[src/ors_consts.vh]
`ifndef ORS_CONSTS_VH
`define ORS_CONSTS_VH
// ------------------------------------------------------------
// Register map
// ------------------------------------------------------------
`define ORS_ADDR_W 4
`define ORS_A_CTRL 4'h0
`define ORS_A_TARGET 4'h1
`define ORS_A_RATE 4'h2
`define ORS_A_TONDLY 4'h3
`define ORS_A_TOFFDLY 4'h4
`define ORS_A_PHASE 4'h5
`define ORS_A_STATMFR 4'h6
`define ORS_A_STATE 4'h7
`define ORS_A_MASK 4'h8
`define ORS_A_FREQ 4'h9
// ------------------------------------------------------------
// Fields and reset values
// ------------------------------------------------------------
`define ORS_CTRL_ON 0
`define ORS_CTRL_CLKDRV 1
`define ORS_PLL_BIT 4
`define ORS_PH_ARR_HI 2
`define ORS_PH_CLKMST 3
`define ORS_RATE_SKIP 16'h0FA0
`define ORS_RST_TARGET 16'h0400
`define ORS_RST_RATE 16'h0001
`define ORS_RST_FREQ 16'h0226
`define ORS_SYNC_MISS 12'hFA0
// ------------------------------------------------------------
// Timing
// ------------------------------------------------------------
`define ORS_CLK_MHZ 125
`define ORS_STEP_US 100
`define ORS_LAT_US 270
`define ORS_DGL_US 250
`define ORS_STEP_CYC (`ORS_STEP_US * `ORS_CLK_MHZ)
`define ORS_LAT_CYC (`ORS_LAT_US * `ORS_CLK_MHZ)
`define ORS_DGL_CYC (`ORS_DGL_US * `ORS_CLK_MHZ)
// ------------------------------------------------------------
// States
// ------------------------------------------------------------
`define ORS_S_OFF 3'h0
`define ORS_S_LAT_ON 3'h1
`define ORS_S_TON 3'h2
`define ORS_S_RAMPUP 3'h3
`define ORS_S_RUN 3'h4
`define ORS_S_LAT_OFF 3'h5
`define ORS_S_TOFF 3'h6
`define ORS_S_RAMPDN 3'h7
`endif

[src/ors_output_ramp_sequencer.v]
// Implementation choices: the strobed register port and the placing of the registers.
`timescale 1ns/1ns
// Behaviour
// - Target moves in steps, at most one step per 100 us.
// - Transition rate code for 4 V/ms skips the soft-start ramp.
// - Soft-start ramps target from zero to programmed value; run state entered after the ramp.
// - Run input low or software off starts a controlled soft-off ramp.
// - End of soft-off commands power stage off regardless of output level.
// - Rail fault instantly turns off all phases of the rail, no ramp.
// - Fixed 270 us processing latency precedes every output change except the rail-fault shutdown.
// - Operations start within 50 us of nominal; timing resolution 100 us.
// - Bus-requested change counts latency from the bus STOP condition.
// - Turn-on delay before up ramp, turn-off delay before down ramp.
// - PWM clock locks to falling edge of external sync, 250 kHz to 1 MHz.
// - Without sync clock, PWM runs at programmed switching frequency.
// - PLL lock loss sets status bit 4 and pulls alert low unless masked; lock loss is ignored while the sequencer is off.
// - Writing one to status bit 4 clears the lock-loss flag.
// - Phase field [2:0] selects single-chip arrangement; slaves managed internally.
// - Phase register bit 3 makes the device expansion clock master.
// - In clock-master mode the power-good pin becomes a clock output.
// - Both chips carry the same arrangement field in dual-chip expansion.
// - Downstream stays disabled while run input is low from upstream.
// - Propagated undervoltage output is deglitched by a 250 us filter.
`include "ors_consts.vh"
module ors_output_ramp_sequencer (
  input wire sysClk,
  input wire rstn,
  input wire [3:0] regAddr,
  input wire [15:0] regWrData,
  input wire regWr,
  input wire regRd,
  output reg [15:0] regRdData,
  input wire busStop,
  input wire runPin,
  input wire railFault,
  input wire syncIn,
  input wire pllLocked,
  input wire uvRaw,
  input wire powerGood0,
  input wire pwmClkInt,
  output reg [15:0] vTarget,
  output reg stageOn,
  output reg [7:0] phaseEnable,
  output reg [2:0] phaseArrangement,
  output reg [15:0] freqSelect,
  output reg useExtSync,
  output wire channelZeroPowerGoodOut,
  output wire channelZeroPowerGoodOe,
  output wire clkDriveOut,
  output wire alertLowOut,
  output wire alertLowOe,
  output reg uvFaultOut
);

  // ------------------------------------------------------------
  // Input synchronisers
  // ------------------------------------------------------------
  reg [4:0] syncA_r;
  reg [4:0] syncB_r;
  wire runS = syncB_r[0];
  wire faultS = syncB_r[1];
  wire syncS = syncB_r[2];
  wire lockS = syncB_r[3];
  wire uvS = syncB_r[4];

  // Two flops on the run, fault, sync, lock and undervoltage pin inputs
  always @(posedge sysClk or negedge rstn) begin
    if (!rstn) begin
      syncA_r <= 5'h00;
      syncB_r <= 5'h00;
    end else begin
      syncA_r <= {uvRaw, pllLocked, syncIn, railFault, runPin};
      syncB_r <= syncA_r;
    end
  end

  // ------------------------------------------------------------
  // Registers
  // ------------------------------------------------------------
  reg swOn_r;
  reg clkDrv_r;
  reg [15:0] targetReg_r;
  reg [15:0] rate_r;
  reg [15:0] tonDly_r;
  reg [15:0] toffDly_r;
  reg [3:0] phaseReg_r;
  reg pllLost_r;
  reg pllMask_r;
  reg [15:0] freq_r;
  reg [2:0] state_r;
  reg [2:0] state_nxt;
  reg swReq_r;
  reg syncS_d;
  reg lockS_d;
  reg [11:0] syncGap_r;

  // Sequencer state codes
  localparam [2:0] ST_OFF = `ORS_S_OFF;
  localparam [2:0] ST_LAT_ON = `ORS_S_LAT_ON;
  localparam [2:0] ST_TON = `ORS_S_TON;
  localparam [2:0] ST_RAMPUP = `ORS_S_RAMPUP;
  localparam [2:0] ST_RUN = `ORS_S_RUN;
  localparam [2:0] ST_LAT_OFF = `ORS_S_LAT_OFF;
  localparam [2:0] ST_TOFF = `ORS_S_TOFF;
  localparam [2:0] ST_RAMPDN = `ORS_S_RAMPDN;

  wire syncFall = syncS_d & ~syncS;
  wire syncPresent = (syncGap_r != `ORS_SYNC_MISS);
  wire lockLoss = lockS_d & ~lockS & (state_r != ST_OFF);
  wire wrClr = regWr && (regAddr == `ORS_A_STATMFR) && regWrData[`ORS_PLL_BIT];

  // Software writes and sticky lock-loss flag
  always @(posedge sysClk or negedge rstn) begin
    if (!rstn) begin
      swOn_r <= 1'b0;
      clkDrv_r <= 1'b0;
      targetReg_r <= `ORS_RST_TARGET;
      rate_r <= `ORS_RST_RATE;
      tonDly_r <= 16'h0000;
      toffDly_r <= 16'h0000;
      phaseReg_r <= 4'h0;
      pllLost_r <= 1'b0;
      pllMask_r <= 1'b0;
      freq_r <= `ORS_RST_FREQ;
      swReq_r <= 1'b0;
    end else begin
      if (regWr) begin
        case (regAddr)
          `ORS_A_CTRL: begin
            swOn_r <= regWrData[`ORS_CTRL_ON];
            clkDrv_r <= regWrData[`ORS_CTRL_CLKDRV];
            swReq_r <= 1'b1;
          end
          `ORS_A_TARGET: begin
            targetReg_r <= regWrData;
            swReq_r <= 1'b1;
          end
          `ORS_A_RATE: rate_r <= regWrData;
          `ORS_A_TONDLY: tonDly_r <= regWrData;
          `ORS_A_TOFFDLY: toffDly_r <= regWrData;
          `ORS_A_PHASE: phaseReg_r <= regWrData[3:0];
          `ORS_A_MASK: pllMask_r <= regWrData[`ORS_PLL_BIT];
          `ORS_A_FREQ: freq_r <= regWrData;
          default: swOn_r <= swOn_r;
        endcase
      end else if (busStop) begin
        swReq_r <= 1'b0;
      end
      // Set wins over clear
      if (lockLoss) begin
        pllLost_r <= 1'b1;
      end else if (wrClr) begin
        pllLost_r <= 1'b0;
      end
    end
  end

  // Read data one cycle after strobe
  always @(posedge sysClk or negedge rstn) begin
    if (!rstn) begin
      regRdData <= 16'h0000;
    end else if (regRd) begin
      case (regAddr)
        `ORS_A_CTRL: regRdData <= {14'h0000, clkDrv_r, swOn_r};
        `ORS_A_TARGET: regRdData <= targetReg_r;
        `ORS_A_RATE: regRdData <= rate_r;
        `ORS_A_TONDLY: regRdData <= tonDly_r;
        `ORS_A_TOFFDLY: regRdData <= toffDly_r;
        `ORS_A_PHASE: regRdData <= {12'h000, phaseReg_r};
        `ORS_A_STATMFR: regRdData <= {11'h000, pllLost_r, 4'h0};
        `ORS_A_STATE: regRdData <= {11'h000, syncPresent, stageOn, state_r};
        `ORS_A_MASK: regRdData <= {11'h000, pllMask_r, 4'h0};
        `ORS_A_FREQ: regRdData <= freq_r;
        default: regRdData <= 16'h0000;
      endcase
    end else begin
      regRdData <= 16'h0000;
    end
  end

  // ------------------------------------------------------------
  // Sync detection and clock selection
  // ------------------------------------------------------------
  // Falling edges of sync mark an external clock as present
  always @(posedge sysClk or negedge rstn) begin
    if (!rstn) begin
      syncS_d <= 1'b0;
      lockS_d <= 1'b0;
      syncGap_r <= `ORS_SYNC_MISS;
      useExtSync <= 1'b0;
      freqSelect <= `ORS_RST_FREQ;
      phaseArrangement <= 3'h0;
    end else begin
      syncS_d <= syncS;
      lockS_d <= lockS;
      if (syncFall) begin
        syncGap_r <= 12'h000;
      end else if (syncPresent) begin
        syncGap_r <= syncGap_r + 12'h001;
      end
      useExtSync <= syncPresent;
      freqSelect <= freq_r;
      phaseArrangement <= phaseReg_r[`ORS_PH_ARR_HI:0];
    end
  end

  // Clock master repurposes the power-good pin
  wire clkMaster = phaseReg_r[`ORS_PH_CLKMST];
  assign channelZeroPowerGoodOut = clkMaster ? pwmClkInt : 1'b0;
  assign channelZeroPowerGoodOe = clkMaster ? 1'b1 : ~powerGood0;
  assign clkDriveOut = clkDrv_r & pwmClkInt;
  assign alertLowOut = 1'b0;
  assign alertLowOe = pllLost_r & ~pllMask_r;

  // ------------------------------------------------------------
  // Undervoltage deglitch filter
  // ------------------------------------------------------------
  reg [15:0] dglCnt_r;

  // Output follows input only after it is stable for the filter time
  always @(posedge sysClk or negedge rstn) begin
    if (!rstn) begin
      dglCnt_r <= 16'h0000;
      uvFaultOut <= 1'b0;
    end else if (uvS == uvFaultOut) begin
      dglCnt_r <= 16'h0000;
    end else if (dglCnt_r == `ORS_DGL_CYC - 1) begin
      uvFaultOut <= uvS;
      dglCnt_r <= 16'h0000;
    end else begin
      dglCnt_r <= dglCnt_r + 16'h0001;
    end
  end

  // ------------------------------------------------------------
  // Sequencer
  // ------------------------------------------------------------
  reg [15:0] tick_r;
  reg [15:0] dlyCnt_r;
  reg [15:0] latCnt_r;
  reg stopSeen_r;
  wire tick = (tick_r == `ORS_STEP_CYC - 1);
  wire wantOn = runS & swOn_r;
  wire skipRamp = (rate_r >= `ORS_RATE_SKIP);
  wire latDone = (latCnt_r == `ORS_LAT_CYC - 1);

  // 100 us time base
  always @(posedge sysClk or negedge rstn) begin
    if (!rstn) begin
      tick_r <= 16'h0000;
    end else if (tick) begin
      tick_r <= 16'h0000;
    end else begin
      tick_r <= tick_r + 16'h0001;
    end
  end

  // Next state
  always @* begin
    state_nxt = state_r;
    case (state_r)
      ST_OFF: begin
        if (wantOn) state_nxt = ST_LAT_ON;
      end
      ST_LAT_ON: begin
        if (!wantOn) state_nxt = ST_OFF;
        else if (latDone) state_nxt = ST_TON;
      end
      ST_TON: begin
        if (!wantOn) state_nxt = ST_LAT_OFF;
        else if (dlyCnt_r >= tonDly_r) state_nxt = ST_RAMPUP;
      end
      ST_RAMPUP: begin
        if (!wantOn) state_nxt = ST_LAT_OFF;
        else if (skipRamp || vTarget >= targetReg_r) state_nxt = ST_RUN;
      end
      ST_RUN: begin
        if (!wantOn) state_nxt = ST_LAT_OFF;
      end
      ST_LAT_OFF: begin
        if (latDone) state_nxt = ST_TOFF;
      end
      ST_TOFF: begin
        if (dlyCnt_r >= toffDly_r) state_nxt = ST_RAMPDN;
      end
      ST_RAMPDN: begin
        if (vTarget == 16'h0000) state_nxt = ST_OFF;
      end
      default: state_nxt = ST_OFF;
    endcase
  end

  // State, latency, delay and target stepping
  always @(posedge sysClk or negedge rstn) begin
    if (!rstn) begin
      state_r <= ST_OFF;
      latCnt_r <= 16'h0000;
      dlyCnt_r <= 16'h0000;
      stopSeen_r <= 1'b0;
      vTarget <= 16'h0000;
      stageOn <= 1'b0;
      phaseEnable <= 8'h00;
    end else if (faultS) begin
      state_r <= ST_OFF;
      vTarget <= 16'h0000;
      stageOn <= 1'b0;
      phaseEnable <= 8'h00;
      latCnt_r <= 16'h0000;
      dlyCnt_r <= 16'h0000;
    end else begin
      state_r <= state_nxt;
      if (swReq_r && busStop) begin
        stopSeen_r <= 1'b1;
      end else if (state_r != state_nxt) begin
        stopSeen_r <= 1'b0;
      end
      // Latency counts from STOP when a bus request is pending
      if (state_r != state_nxt || (swReq_r && !busStop)) begin
        latCnt_r <= 16'h0000;
      end else if (!latDone) begin
        latCnt_r <= latCnt_r + 16'h0001;
      end
      if (state_r != state_nxt) begin
        dlyCnt_r <= 16'h0000;
      end else if (tick) begin
        dlyCnt_r <= dlyCnt_r + 16'h0001;
      end
      case (state_r)
        ST_OFF: begin
          vTarget <= 16'h0000;
          stageOn <= 1'b0;
          phaseEnable <= 8'h00;
        end
        ST_RAMPUP: begin
          stageOn <= 1'b1;
          phaseEnable <= 8'hFF;
          if (skipRamp) begin
            vTarget <= targetReg_r;
          end else if (tick) begin
            vTarget <= (targetReg_r - vTarget > rate_r) ? vTarget + rate_r : targetReg_r;
          end
        end
        // New target only after the latency that follows the bus STOP
        ST_RUN: begin
          if (latDone && !swReq_r) begin
            vTarget <= targetReg_r;
          end
        end
        ST_RAMPDN: begin
          if (tick) begin
            vTarget <= (vTarget > rate_r) ? vTarget - rate_r : 16'h0000;
          end
          if (state_nxt == ST_OFF) begin
            stageOn <= 1'b0;
            phaseEnable <= 8'h00;
          end
        end
        default: vTarget <= vTarget;
      endcase
    end
  end

endmodule // ors_output_ramp_sequencer

[config.mk]
export PLATFORM = sky130hd
export DESIGN_NAME = ors_output_ramp_sequencer
export DESIGN_NICKNAME = d
export VERILOG_FILES = /design/src/ors_output_ramp_sequencer.v
export VERILOG_INCLUDE_DIRS = /design/src
export SDC_FILE = /design/constraint.sdc
export NUM_CORES = 1
export LEC_CHECK = 0
export ABC_AREA = 1
export BUFFER_PORTS_ARGS = -buffer_cell sky130_fd_sc_hd__buf_2
export CORE_UTILIZATION = 38
export CTS_CLUSTER_SIZE = 14
export DETAILED_ROUTE_END_ITERATION = 8
export PLACE_DENSITY = 0.63
export SYNTH_ARGS = -nofsm -noshare
export SYNTH_HDL_FRONTEND = slang
export SYNTH_SLANG_ARGS = --single-unit
[constraint.sdc]
create_clock -name sysClk -period 3.35 [get_ports sysClk]
set_input_delay 0.335 -clock sysClk [delete_from_list [all_inputs] [get_ports sysClk]]
set_output_delay 0.335 -clock sysClk [all_outputs]
set_load 0.05 [all_outputs]
==> results of run 1 <==
## logic make-up after synthesis
| group | after synthesis | share of synthesized area [%] |
|---|---|---|
| buf+inv | 307 | 8.63 |
| compound gates | 341 | 13.9 |
| xor+xnor | 57 | 3.56 |
| other cells | 1 | 0.0267 |
| fa+ha+maj | 106 | 9.61 |
| flops | 234 | 41.9 |
| mux | 1 | 0.0802 |
| simple gates | 747 | 22.3 |
## state kept, by name, summed over array words and instances (netlist names), 12 cells and up
register and cells:
syncGap_r 12, tonDly_r 16, freqSelect 16, freq_r 16
rate_r 16, targetReg_r 16, regRdData 16, latCnt_r 16
tick_r 16, toffDly_r 16, vTarget 16, dglCnt_r 16
dlyCnt_r 16
## layout make-up
type | count | area [um2] | area share (%)
multi-input combinational | 1255 | 7210 | 42.9
sequential | 234 | 5890 | 35.1
timing repair buffer | 182 | 1160 | 6.93
inverter | 263 | 988 | 5.89
clock buffer | 33 | 748 | 4.46
tap | 468 | 586 | 3.49
clock inverter | 17 | 208 | 1.24
## metal layers
| layer | share of wire [%] | track usage (%) |
|---|---|---|
| met2 | 43 | 34.5 |
| met4 | 2.6 | 6.53 |
| met1 | 48 | 32.3 |
| met5 | 0 | 0 |
| met3 | 5.9 | 2.80 |
## metrics by stage
| stage | area (um2) | setup slack (ps) |
|---|---|---|
| after floorplan | 14200 | -169 |
| after global placement | 15500 | -240 |
| after detailed placement | 15500 | -392 |
| after CTS | 16700 | -259 |
| after global routing | 16800 | -500 |
| final | 16800 | -276 |
## synth_stat cells, drive strengths merged (13+ instances only)
| cell | number |
|---|---|
| nor4 | 13 |
| a211oi | 16 |
| inv | 260 |
| o21ai | 159 |
| dfrtp | 218 |
| xor2 | 47 |
| nand2 | 424 |
| a21oi | 95 |
| ha | 103 |
| nor2 | 162 |
| nor3 | 43 |
| buf | 19 |
| nand3 | 80 |
| a221oi | 14 |
| nand4 | 17 |
| dfstp | 16 |
| clkbuf | 25 |
## layout by cell type, fill, tap and decap left out, types with 77 or more instances in the layout
master	netlist	routed
nand2_1	421	405
inv_1	259	257
dfrtp_1	218	210
o21ai_0	154	147
buf_4	9	77
ha_1	103	97
nand3_1	78	77
buf_2	7	96
nor2_1	158	155
a21oi_1	95	90
## what timing repair did
action | 4_1_cts | 5_1_grt
hold endpoints to repair | 86 | 0
buffers inserted | 7 | 2
resized for setup | 21 | 18
pin swaps | 7 | 10
hold buffers | 7 | 0
endpoints found under the setup margin | 16 | 16
gates cloned | 2 | 0
## worst min-delay path, delay by kind of cell
family,cells,cell delay [ps]
and+or+nand+nor,1,50
buffers and inverters,2,140
## path summary, 6_finish.rpt
kind,cells after the start,end,startpoint
setup / recovery,25,vTarget[15],vTarget[2]
hold / removal,3,regRdData[4],regRd
setup reg to reg,25,vTarget[15],vTarget[2]
hold reg to reg,0,syncB_r[1],syncA_r[1]
max in group asynchronous,3,freqSelect[9],rstn
min in group asynchronous,2,rate_r[1],rstn
## report_power, final
part	switching (W)	total (W)	internal, W
logic	0.00174	0.00269	0.000951
clock network	0.00124	0.00314	0.00190
registers	0.000263	0.00342	0.00316
==> impl_results.md, run 1 <==
- TNS Setup: -3280 ps
- Slew headroom: 29.1%
- Fill count: 3,603
- Failing checks: setup timing
- CP startpoint kind: flip-flop
- Max stage delay on crit path: 410 ps
- Period utilization: 108%
- CP endpoint kind: flip-flop
- Ys flop type: dfrtp_1
- Global-route wire length before repair: 66.8 mm
- Final cell count without fillers: 2,452
- Cell row count: 70
- Congestion Overflow GR: 0
- NumNets Final: 2,101
- Max stage delay cell, worst path: dfrtp_2
- Pwr Density: 551 nW/um2
- Crit-path most repeated cell: nand2_1
- Hold Slack: 23.1 ps
- Clock slew at reported path FFs: 70 ps
- Synthesized Nets: 1,932
- GP Congestion: 0.952
- Wire length per cell: 17.1 um
- DRC: 0
- Fmax: 276 MHz
- Total GRT Usage: 22.2%
- WP data required: 3820 ps
- Worst Setup Path Type: flip-flop to flip-flop
- Final worst setup slack: -276 ps
- Starting density of the core: 38.5%
- Finished Core Util: 46.1%
- Crit path DAT: 4090 ps
- Synth Register Bits: 234
- Setup-failing EPs final: 16
- Antenna violations before repair: 0
- Vias: 12,700
- Core ar.: 36,400 um2
- Maximum clock insertion buffer count: 3
- Synth top area share: 38.9%
- Post-synth EDFFs: 0
- DP Cell Count: 2,384
- FF-to-FF setup slack: -280 ps
- Largest delay share family, worst path: simple AND/OR/NAND/NOR gates
- CTS sink cnt: 234
- Skew final: 31.8 ps
- Die footprint: 37,700 um2
- DPL Wire Length: 31.9 mm
- Crit path buf inv count: 2
- Remaining antenna violation count: 0
- Antenna diodes: 0
- Post-synth ARST share: 100%
- CP Max Fanout: 6
- H-tree depth: 1
- Final Max Tran Viols: 0
- DR pass1 iterations: 7
- TritonCTS clock tree: built
- Total power: 0.00925 W
- Leakage: 8.42 nW
- Vias/cell: 5.17
- Status: finished, violations left
- Port bufs: 97
- Share of layout cells above drive strength 1: 15.8%
- Register area share after synthesis: 41.9%
- RSZ-0062 raised after global routing: true
- Unique masters post-synth: 58
- Peak supply drop: 0.000344 V
- Post-layout min period: 3630 ps
- Final Hold Violating Endpoints: 0
- Area leader, netlist: dfrtp_1
- Die Ht: 194 um
- Ys Warns: 0
- Total of max-cap violations: 0
- Vias in the first global route: 12,300
- Top post-synthesis cells by area: dfrtp_1 (39%), nand2_1 (11%), ha_1 (9.2%)
- Largest net degree at the start of global routing: 92
- Avg Cell Area, Syn: 7.82 um2
- Hold Crit Class: input port to flip-flop
- Ports: 99
- Initial DRC Count: 1,003
- Post-Synthesis Cells: 1,794
- Syn-to-layout area delta: 19.6%
- Num CTS Buffers: 27
- Total wire length: 41.9 mm
- Clk_lat worst skew: 540 ps
- Slew @ Worst Pin: 1060 ps
- Post-Syn Area: 14,000 um2
- Die Span X: 194 um
- Clock Root Buffer: clkbuf_16
(Power assumes the default switching activity.)
==> run 2: changes to the inputs <==
==> constraint.sdc (replaced) <==
create_clock -name sysClk -period 3.35 [get_ports sysClk]
set_input_delay 0.335 -clock sysClk [delete_from_list [all_inputs] [get_ports sysClk]]
set_output_delay 0.335 -clock sysClk [all_outputs]
set_load 0.1 [all_outputs]
==> impl_results.md, run 2 (same netlist as run 1, synthesis figures left out) <==
- Slew @ Worst Pin: 1030 ps (-33.8 ps)
- Busiest grt layer: met2
- Critical path startpoint: vTarget[2]
- CP Capture Point: vTarget[5]
- Most common cell after layout, fill and taps aside: nand2_1
- NumNets Final: 2,101 (unchanged)
- Cell row count: 70 (unchanged)
- Psw: 0.00348 W (+7.2%)
- Ports: 99 (unchanged)
- CP startpoint kind: flip-flop
- Post-layout min period: 3630 ps (+4.44 ps)
- Failing checks: setup timing
- Largest net degree at the start of global routing: 91 (-1.1%)
- Hold Crit Class: input port to flip-flop
- H-tree depth: 1 (unchanged)
- Syn-to-layout area delta: 19.4%
- Fmax: 275 MHz (-0.12%)
- RSZ-0062 raised after global routing: true
- Core ar.: 36,400 um2 (unchanged)
- Maximum clock insertion buffer count: 3 (unchanged)
- Final Max Tran Viols: 0 (unchanged)
- Die footprint: 37,700 um2 (unchanged)
- FF-to-FF Start: vTarget[2]
- Die Ht: 194 um (unchanged)
- Leakage: 8.40 nW (-0.24%)
- FF-to-FF setup slack: -280 ps (about the same)
- Finished Core Util: 46.0% (-0.10 points)
- Final worst setup slack: -280 ps (-4.44 ps)
- CP Max Fanout: 6 (unchanged)
- Crit path DAT: 4120 ps (+30 ps)
- Area after DPL: 15,600 um2 (+0.40%)
- Register area: 5910 um2 (+0.34%)
- Status: finished, violations left
- Congestion Overflow GR: 0 (unchanged)
- Starting density of the core: 38.5% (unchanged)
- Pint: 0.00597 W (-0.66%)
- Fill count: 3,616 (+0.36%)
- Remaining antenna violation count: 0 (unchanged)
- Cell area after layout: 16,700 um2 (-0.22%)
- Met2 Resource Use GR: 34.0% (-0.44 points)
- Period utilization: 108% (+0.13 points)
- Antenna diodes: 0 (unchanged)
- Footprint of the multi-input gates: 7130 um2 (-0.99%)
- Clock slew at reported path FFs: 60 ps (about the same)
- Num CTS Buffers: 27 (unchanged)
- Wire length per cell: 16.9 um (-1.2%)
- DRC: 0 (unchanged)
- Final cell count without fillers: 2,452 (unchanged)
- Reg2reg path depth: 26 (+4.0%)
- Slew headroom: 31.4% (+2.3 points)
- Pwr Density: 564 nW/um2 (+2.3%)
- DPL Wire Length: 31.5 mm (-1.4%)
- Total wire length: 41.4 mm (-1.2%)
- Total of max-cap violations: 0 (unchanged)
- Worst reg2reg path endpoint: vTarget[5]
- Global-route wire length before repair: 65.7 mm (-1.6%)
- GP Congestion: 0.898 (-5.6%)
- WP data required: 3840 ps (+20 ps)
- Vias/cell: 5.17 (about the same)
- Initial DRC Count: 1,080 (+7.7%)
- Sw Share: 36.8% (+1.8 points)
- Port bufs: 97 (unchanged)
- Total GRT Usage: 22.0% (-0.27 points)
- Antenna violations before repair: 0 (unchanged)
- Comb power frac: 30.7% (+1.6 points)
- DR pass1 iterations: 5 (-2)
- Skew final: 31.3 ps (-0.491 ps)
- Clk_lat worst skew: 560 ps (+20 ps)
- Peak supply drop: 0.000431 V (+26%)
- CP endpoint kind: flip-flop
- CTS sink cnt: 234 (unchanged)
- Power share of the clock group: 33.0% (-1.0 points)
- TritonCTS clock tree: built
- Final Hold Violating Endpoints: 0 (unchanged)
- Vias: 12,700 (+0.063%)
- Vias in the first global route: 12,200 (-0.53%)
- Met3 Usage GRT: 3.50% (+0.70 points)
- Setup-failing EPs final: 16 (unchanged)
- Worst Setup Path Type: flip-flop to flip-flop
- Clock Root Buffer: clkbuf_16
- DP Cell Count: 2,388 (+0.17%)
- Met1 Use GR: 31.2% (-1.1 points)
- Die Span X: 194 um (unchanged)
- Seq pwr share: 36.3% (-0.7 points)
- Share of layout cells above drive strength 1: 15.3% (-0.50 points)
- Commonest non-fill, non-tap cells in the layout: nand2_1 (409), inv_1 (257), dfrtp_1 (208)
## run 2: per-stage QoR
step                      setup TNS (ps)  total power, W  hold WS [ps]  setup WS [ps]
final                              -4030         0.00944           118           -280
after global routing               -8380         0.00994           134           -576
after CTS                          -3880         0.00944           105           -265
after detailed placement           -6120         0.00623           330           -454
after global placement             -4860         0.00620           331           -378
after floorplan                    -3450         0.00532          39.4           -274
## run 2: final cells by class
class                           instances  area share [%]
Multi-Input combinational cell       1254            42.6
Sequential cell                       234            35.3
Timing Repair Buffer                  183            7.10
Inverter                              263            5.92
Clock buffer                           37            4.68
Tap cell                              468            3.50
Clock inverter                         13           0.941
## run 2: worst min path at each step
| stage | from | endpoint | slack (ps) | cells after the start |
|---|---|---|---|---|
| finish | regWrData[4] | pllLost_r | 120 | 4 |
| CTS | regWrData[4] | pllLost_r | 100 | 4 |
| global route | regWrData[4] | pllLost_r | 130 | 4 |
| global placement | rstn | rate_r[5] | 330 | 1 |
| detailed placement | rstn | rate_r[3] | 330 | 1 |
| floorplan | rstn | clkDrv_r | 40 | 0 |
## run 2: worst max-delay path: stages, from the launching register on
cell      delay, ps
dfrtp_4         490
inv_4            70
ha_4            220
nand2_2          60
nand2_2          60
a31oi_4         180
o21ai_2          90
nand2_1          60
nand2_1          60
a21oi_2         180
o21ai_2         100
nand2_1          80
nand3_2          70
xor2_1          150
ha_1            310
nand2_2          70
nor2_2          100
nand4_1         160
nor4_2          260
nor2_1          100
nand2_2         170
nand2_4         110
nand2_4         140
nand2_1          70
o211ai_1         80
nand2_1          70
nand2_1          60
## run 2: timing repair
action                                  4_1_cts  5_1_grt
setup buffers                                 4        2
gates resized for setup                      14       13
hold endpoints to repair                     68        0
hold buffers                                  8        0
pin swaps                                     8        8
cloned                                        1        0
endpoints found under the setup margin       16       16
## run 2: power groups by stage
| stage | sequential (W) | clock, W | combinational (W) |
|---|---|---|---|
| 2_1_floorplan | 0.00381 | 0 | 0.00150 |
| 3_5_place_dp | 0.00347 | 0 | 0.00276 |
| 5_1_grt | 0.00346 | 0.00329 | 0.00319 |
| 6_report | 0.00343 | 0.00312 | 0.00290 |
| 4_1_cts | 0.00343 | 0.00319 | 0.00283 |
| 3_3_place_gp | 0.00346 | 0 | 0.00273 |
## run 2: routing by layer
metal / share of wire, % / routed length [um]
met5: 0 / 0
met4: 3.1 / 1290
met3: 6.0 / 2470
met2: 43 / 17900
met1: 48 / 19700
==> run 3: changes to the inputs <==
Settings changed: GPL_TIMING_DRIVEN set to 0.
==> impl_results.md, run 3 (same netlist as run 1, synthesis figures left out) <==
- Status: finished, violations left
- Failing checks: setup timing
- Area after DPL: 15,300 um2 (-1.8%)
- FF-to-FF setup slack: -590 ps (-310 ps)
- Setup WS pre-CTS: -1150 ps (-697 ps)
- Starting density of the core: 38.5% (unchanged)
- Wire length per cell: 17.3 um (+2.7%)
- Total wire length: 42.6 mm (+2.8%)
- Cell row count: 70 (unchanged)
- RSZ-0062 raised after global routing: true
- GP Congestion: 0.940 (+4.6%)
- Total power: 0.00948 W (+0.40%)
- Commonest non-fill, non-tap cells in the layout: nand2_1 (408), inv_1 (256), dfrtp_1 (207)
- Sw Share: 37.2% (+0.36 points)
- Final Max Tran Viols: 0 (unchanged)
- Port bufs: 96 (-1.0%)
- Total of max-cap violations: 0 (unchanged)
- CP endpoint kind: flip-flop
- CP startpoint kind: flip-flop
- Slew @ Worst Pin: 784 ps (-246 ps)
- Setup-failing EPs final: 16 (unchanged)
- Fmax: 254 MHz (-7.9%)
- Antenna violations before repair: 1 (+1)
- Congestion Overflow GR: 0 (unchanged)
- Share of layout cells above drive strength 1: 14.5% (-0.87 points)
- DR pass1 iterations: 5 (unchanged)
- Vias/cell: 5.19 (+0.38%)
- DPL Wire Length: 32.2 mm (+2.2%)
- Reg2reg path depth: 26 (unchanged)
- Pwr Density: 565 nW/um2 (+0.28%)
- Maximum clock insertion buffer count: 3 (unchanged)
- Final worst setup slack: -593 ps (-312 ps)
- CP Max Fanout: 5 (-1)
- Power share of the clock group: 33.7% (+0.7 points)
- Total GRT Usage: 22.4% (+0.41 points)
- NumNets Final: 2,101 (unchanged)
- Die footprint: 37,700 um2 (unchanged)
- Fill count: 3,638 (+0.61%)
- Pint: 0.00596 W (-0.17%)
- Core ar.: 36,400 um2 (unchanged)
- Worst reg2reg path endpoint: vTarget[8]
- Largest net degree at the start of global routing: 113 (+24%)
- Die Span X: 194 um (unchanged)
- Global-route wire length before repair: 66.9 mm (+1.9%)
- Clk_lat worst skew: 570 ps (about the same)
- WHS Endpoint: pllLost_r
- Final Hold Violating Endpoints: 0 (unchanged)
- Period utilization: 118% (+9.3 points)
- Seq pwr share: 36.5% (+0.2 points)
- Peak supply drop: 0.000442 V (+2.4%)
- Skew final: 16.6 ps (-14.7 ps)
- Cell area after layout: 16,800 um2 (+0.12%)
- Hold Crit Start: regWrData[4]
- Die Ht: 194 um (unchanged)
- Psw: 0.00352 W (+1.4%)
- Remaining antenna violation count: 0 (unchanged)
- Comb power frac: 29.8% (-0.9 points)
- Crit path DAT: 4430 ps (+310 ps)
- Post-layout min period: 3940 ps (+312 ps)
- H-tree depth: 1 (unchanged)
- Syn-to-layout area delta: 19.5%
- Slew headroom: 47.8% (+16 points)
- Hold Crit Class: input port to flip-flop
- CTS sink cnt: 234 (unchanged)
- DRC: 0 (unchanged)
- Hold depth: 4 (unchanged)
- Vias in the first global route: 12,200 (+0.049%)
- TritonCTS clock tree: built
- Clock Root Buffer: clkbuf_16
- Leakage: 8.34 nW (-0.67%)
- Initial DRC Count: 1,044 (-3.3%)
- Clock slew at reported path FFs: 60 ps (about the same)
- Vias: 12,700 (+0.50%)
- Worst Setup Path Type: flip-flop to flip-flop
- FF-to-FF Start: vTarget[0]
- WP data required: 3840 ps (about the same)
- Ports: 99 (unchanged)
- Num CTS Buffers: 29 (+7.4%)
- Most common cell after layout, fill and taps aside: nand2_1
-- run 3: cell count changes in the layout (fill, tap and decap cells not counted), sizes merged, moves of 2 or more --
cell    previous run  this run
clkinv             9         7
clkbuf            37        67
inv              263       265
buf              175       149
-- run 3: timing repair --
item                       CTS  global route
setup endpoints to repair   16            16
pin swaps                   18            21
gates cloned                 2             0
hold endpoints to repair    52             0
resized for setup           27            17
setup buffers               13            17
hold buffers                 8             0
-- run 3: routing by layer --
metal | up-vias | global-route usage (%) | part of all wire (%)
met4 | 0 | 6.97 | 2.8
met5 | - | 0 | 0
li1 | 6202 | - | -
met2 | 388 | 33.8 | 43
met3 | 70 | 3.57 | 6.1
met1 | 6078 | 32.6 | 48
-- run 3: worst max path at each step --
stage,startpoint,to,slack [ps],cells past startpoint
after floorplan,vTarget[0],vTarget[4],-270,25
after global placement,rstn,vTarget[7],-3090,1
after detailed placement,vTarget[2],vTarget[8],-1150,27
after CTS,vTarget[2],vTarget[8],-560,28
after global routing,vTarget[2],vTarget[8],-800,28
final,vTarget[0],vTarget[8],-590,26
-- run 3: critical path, cell delays in order (launching register included) --
cell and delay [ps]:
dfrtp_4 490, ha_4 170, fa_2 350, inv_1 60
nand3_1 70, nand2_2 120, nand2_2 90, nand2_4 120
a21oi_4 70, o21ai_2 140, a31oi_1 120, xnor2_1 140
ha_1 290, nand2_2 70, nor2_4 100, nand4_1 120
buf_6 150, nor4_4 260, nor2_2 90, nand2_2 150
nand2_2 90, nand2_4 110, buf_6 150, nand2_4 50
o211ai_1 90, nand2_1 130, nand2_1 80
-- run 3: final cells by class --
| type | count | area (um2) | share of cell area [%] |
|---|---|---|---|
| diodes | 1 | 2.50 | 0.0149 |
| plain buffers | 44 | 235 | 1.40 |
| clock buffers | 42 | 835 | 4.98 |
| clock inverters | 12 | 146 | 0.873 |
| inverters | 263 | 993 | 5.92 |
| multi-input cells | 1253 | 7200 | 42.9 |
| flip-flops and latches | 234 | 5910 | 35.2 |
| well taps | 468 | 586 | 3.49 |
| repair buffers | 138 | 867 | 5.17 |
-- run 3: metrics by stage --
step / utilization, % / std cells / setup TNS (ps) / hold WS (ps)
2_1_floorplan: - / 1794 / -3450 / 39.4
3_3_place_gp: 41.8 / 2358 / -526940 / 334
3_5_place_dp: 42.0 / 2360 / -15930 / 249
4_1_cts: 45.5 / 2437 / -7110 / 89.3
5_1_grt: 46.0 / 2454 / -11440 / 109
6_report: 46.0 / 2455 / -7840 / 113
-- run 3: power by group through the flow --
stage	clock network [W]	registers [W]	logic (W)
2_1_floorplan	0	0.00381	0.00150
3_3_place_gp	0	0.00349	0.00247
3_5_place_dp	0	0.00350	0.00253
4_1_cts	0.00326	0.00346	0.00267
5_1_grt	0.00338	0.00349	0.00311
6_report	0.00319	0.00346	0.00283
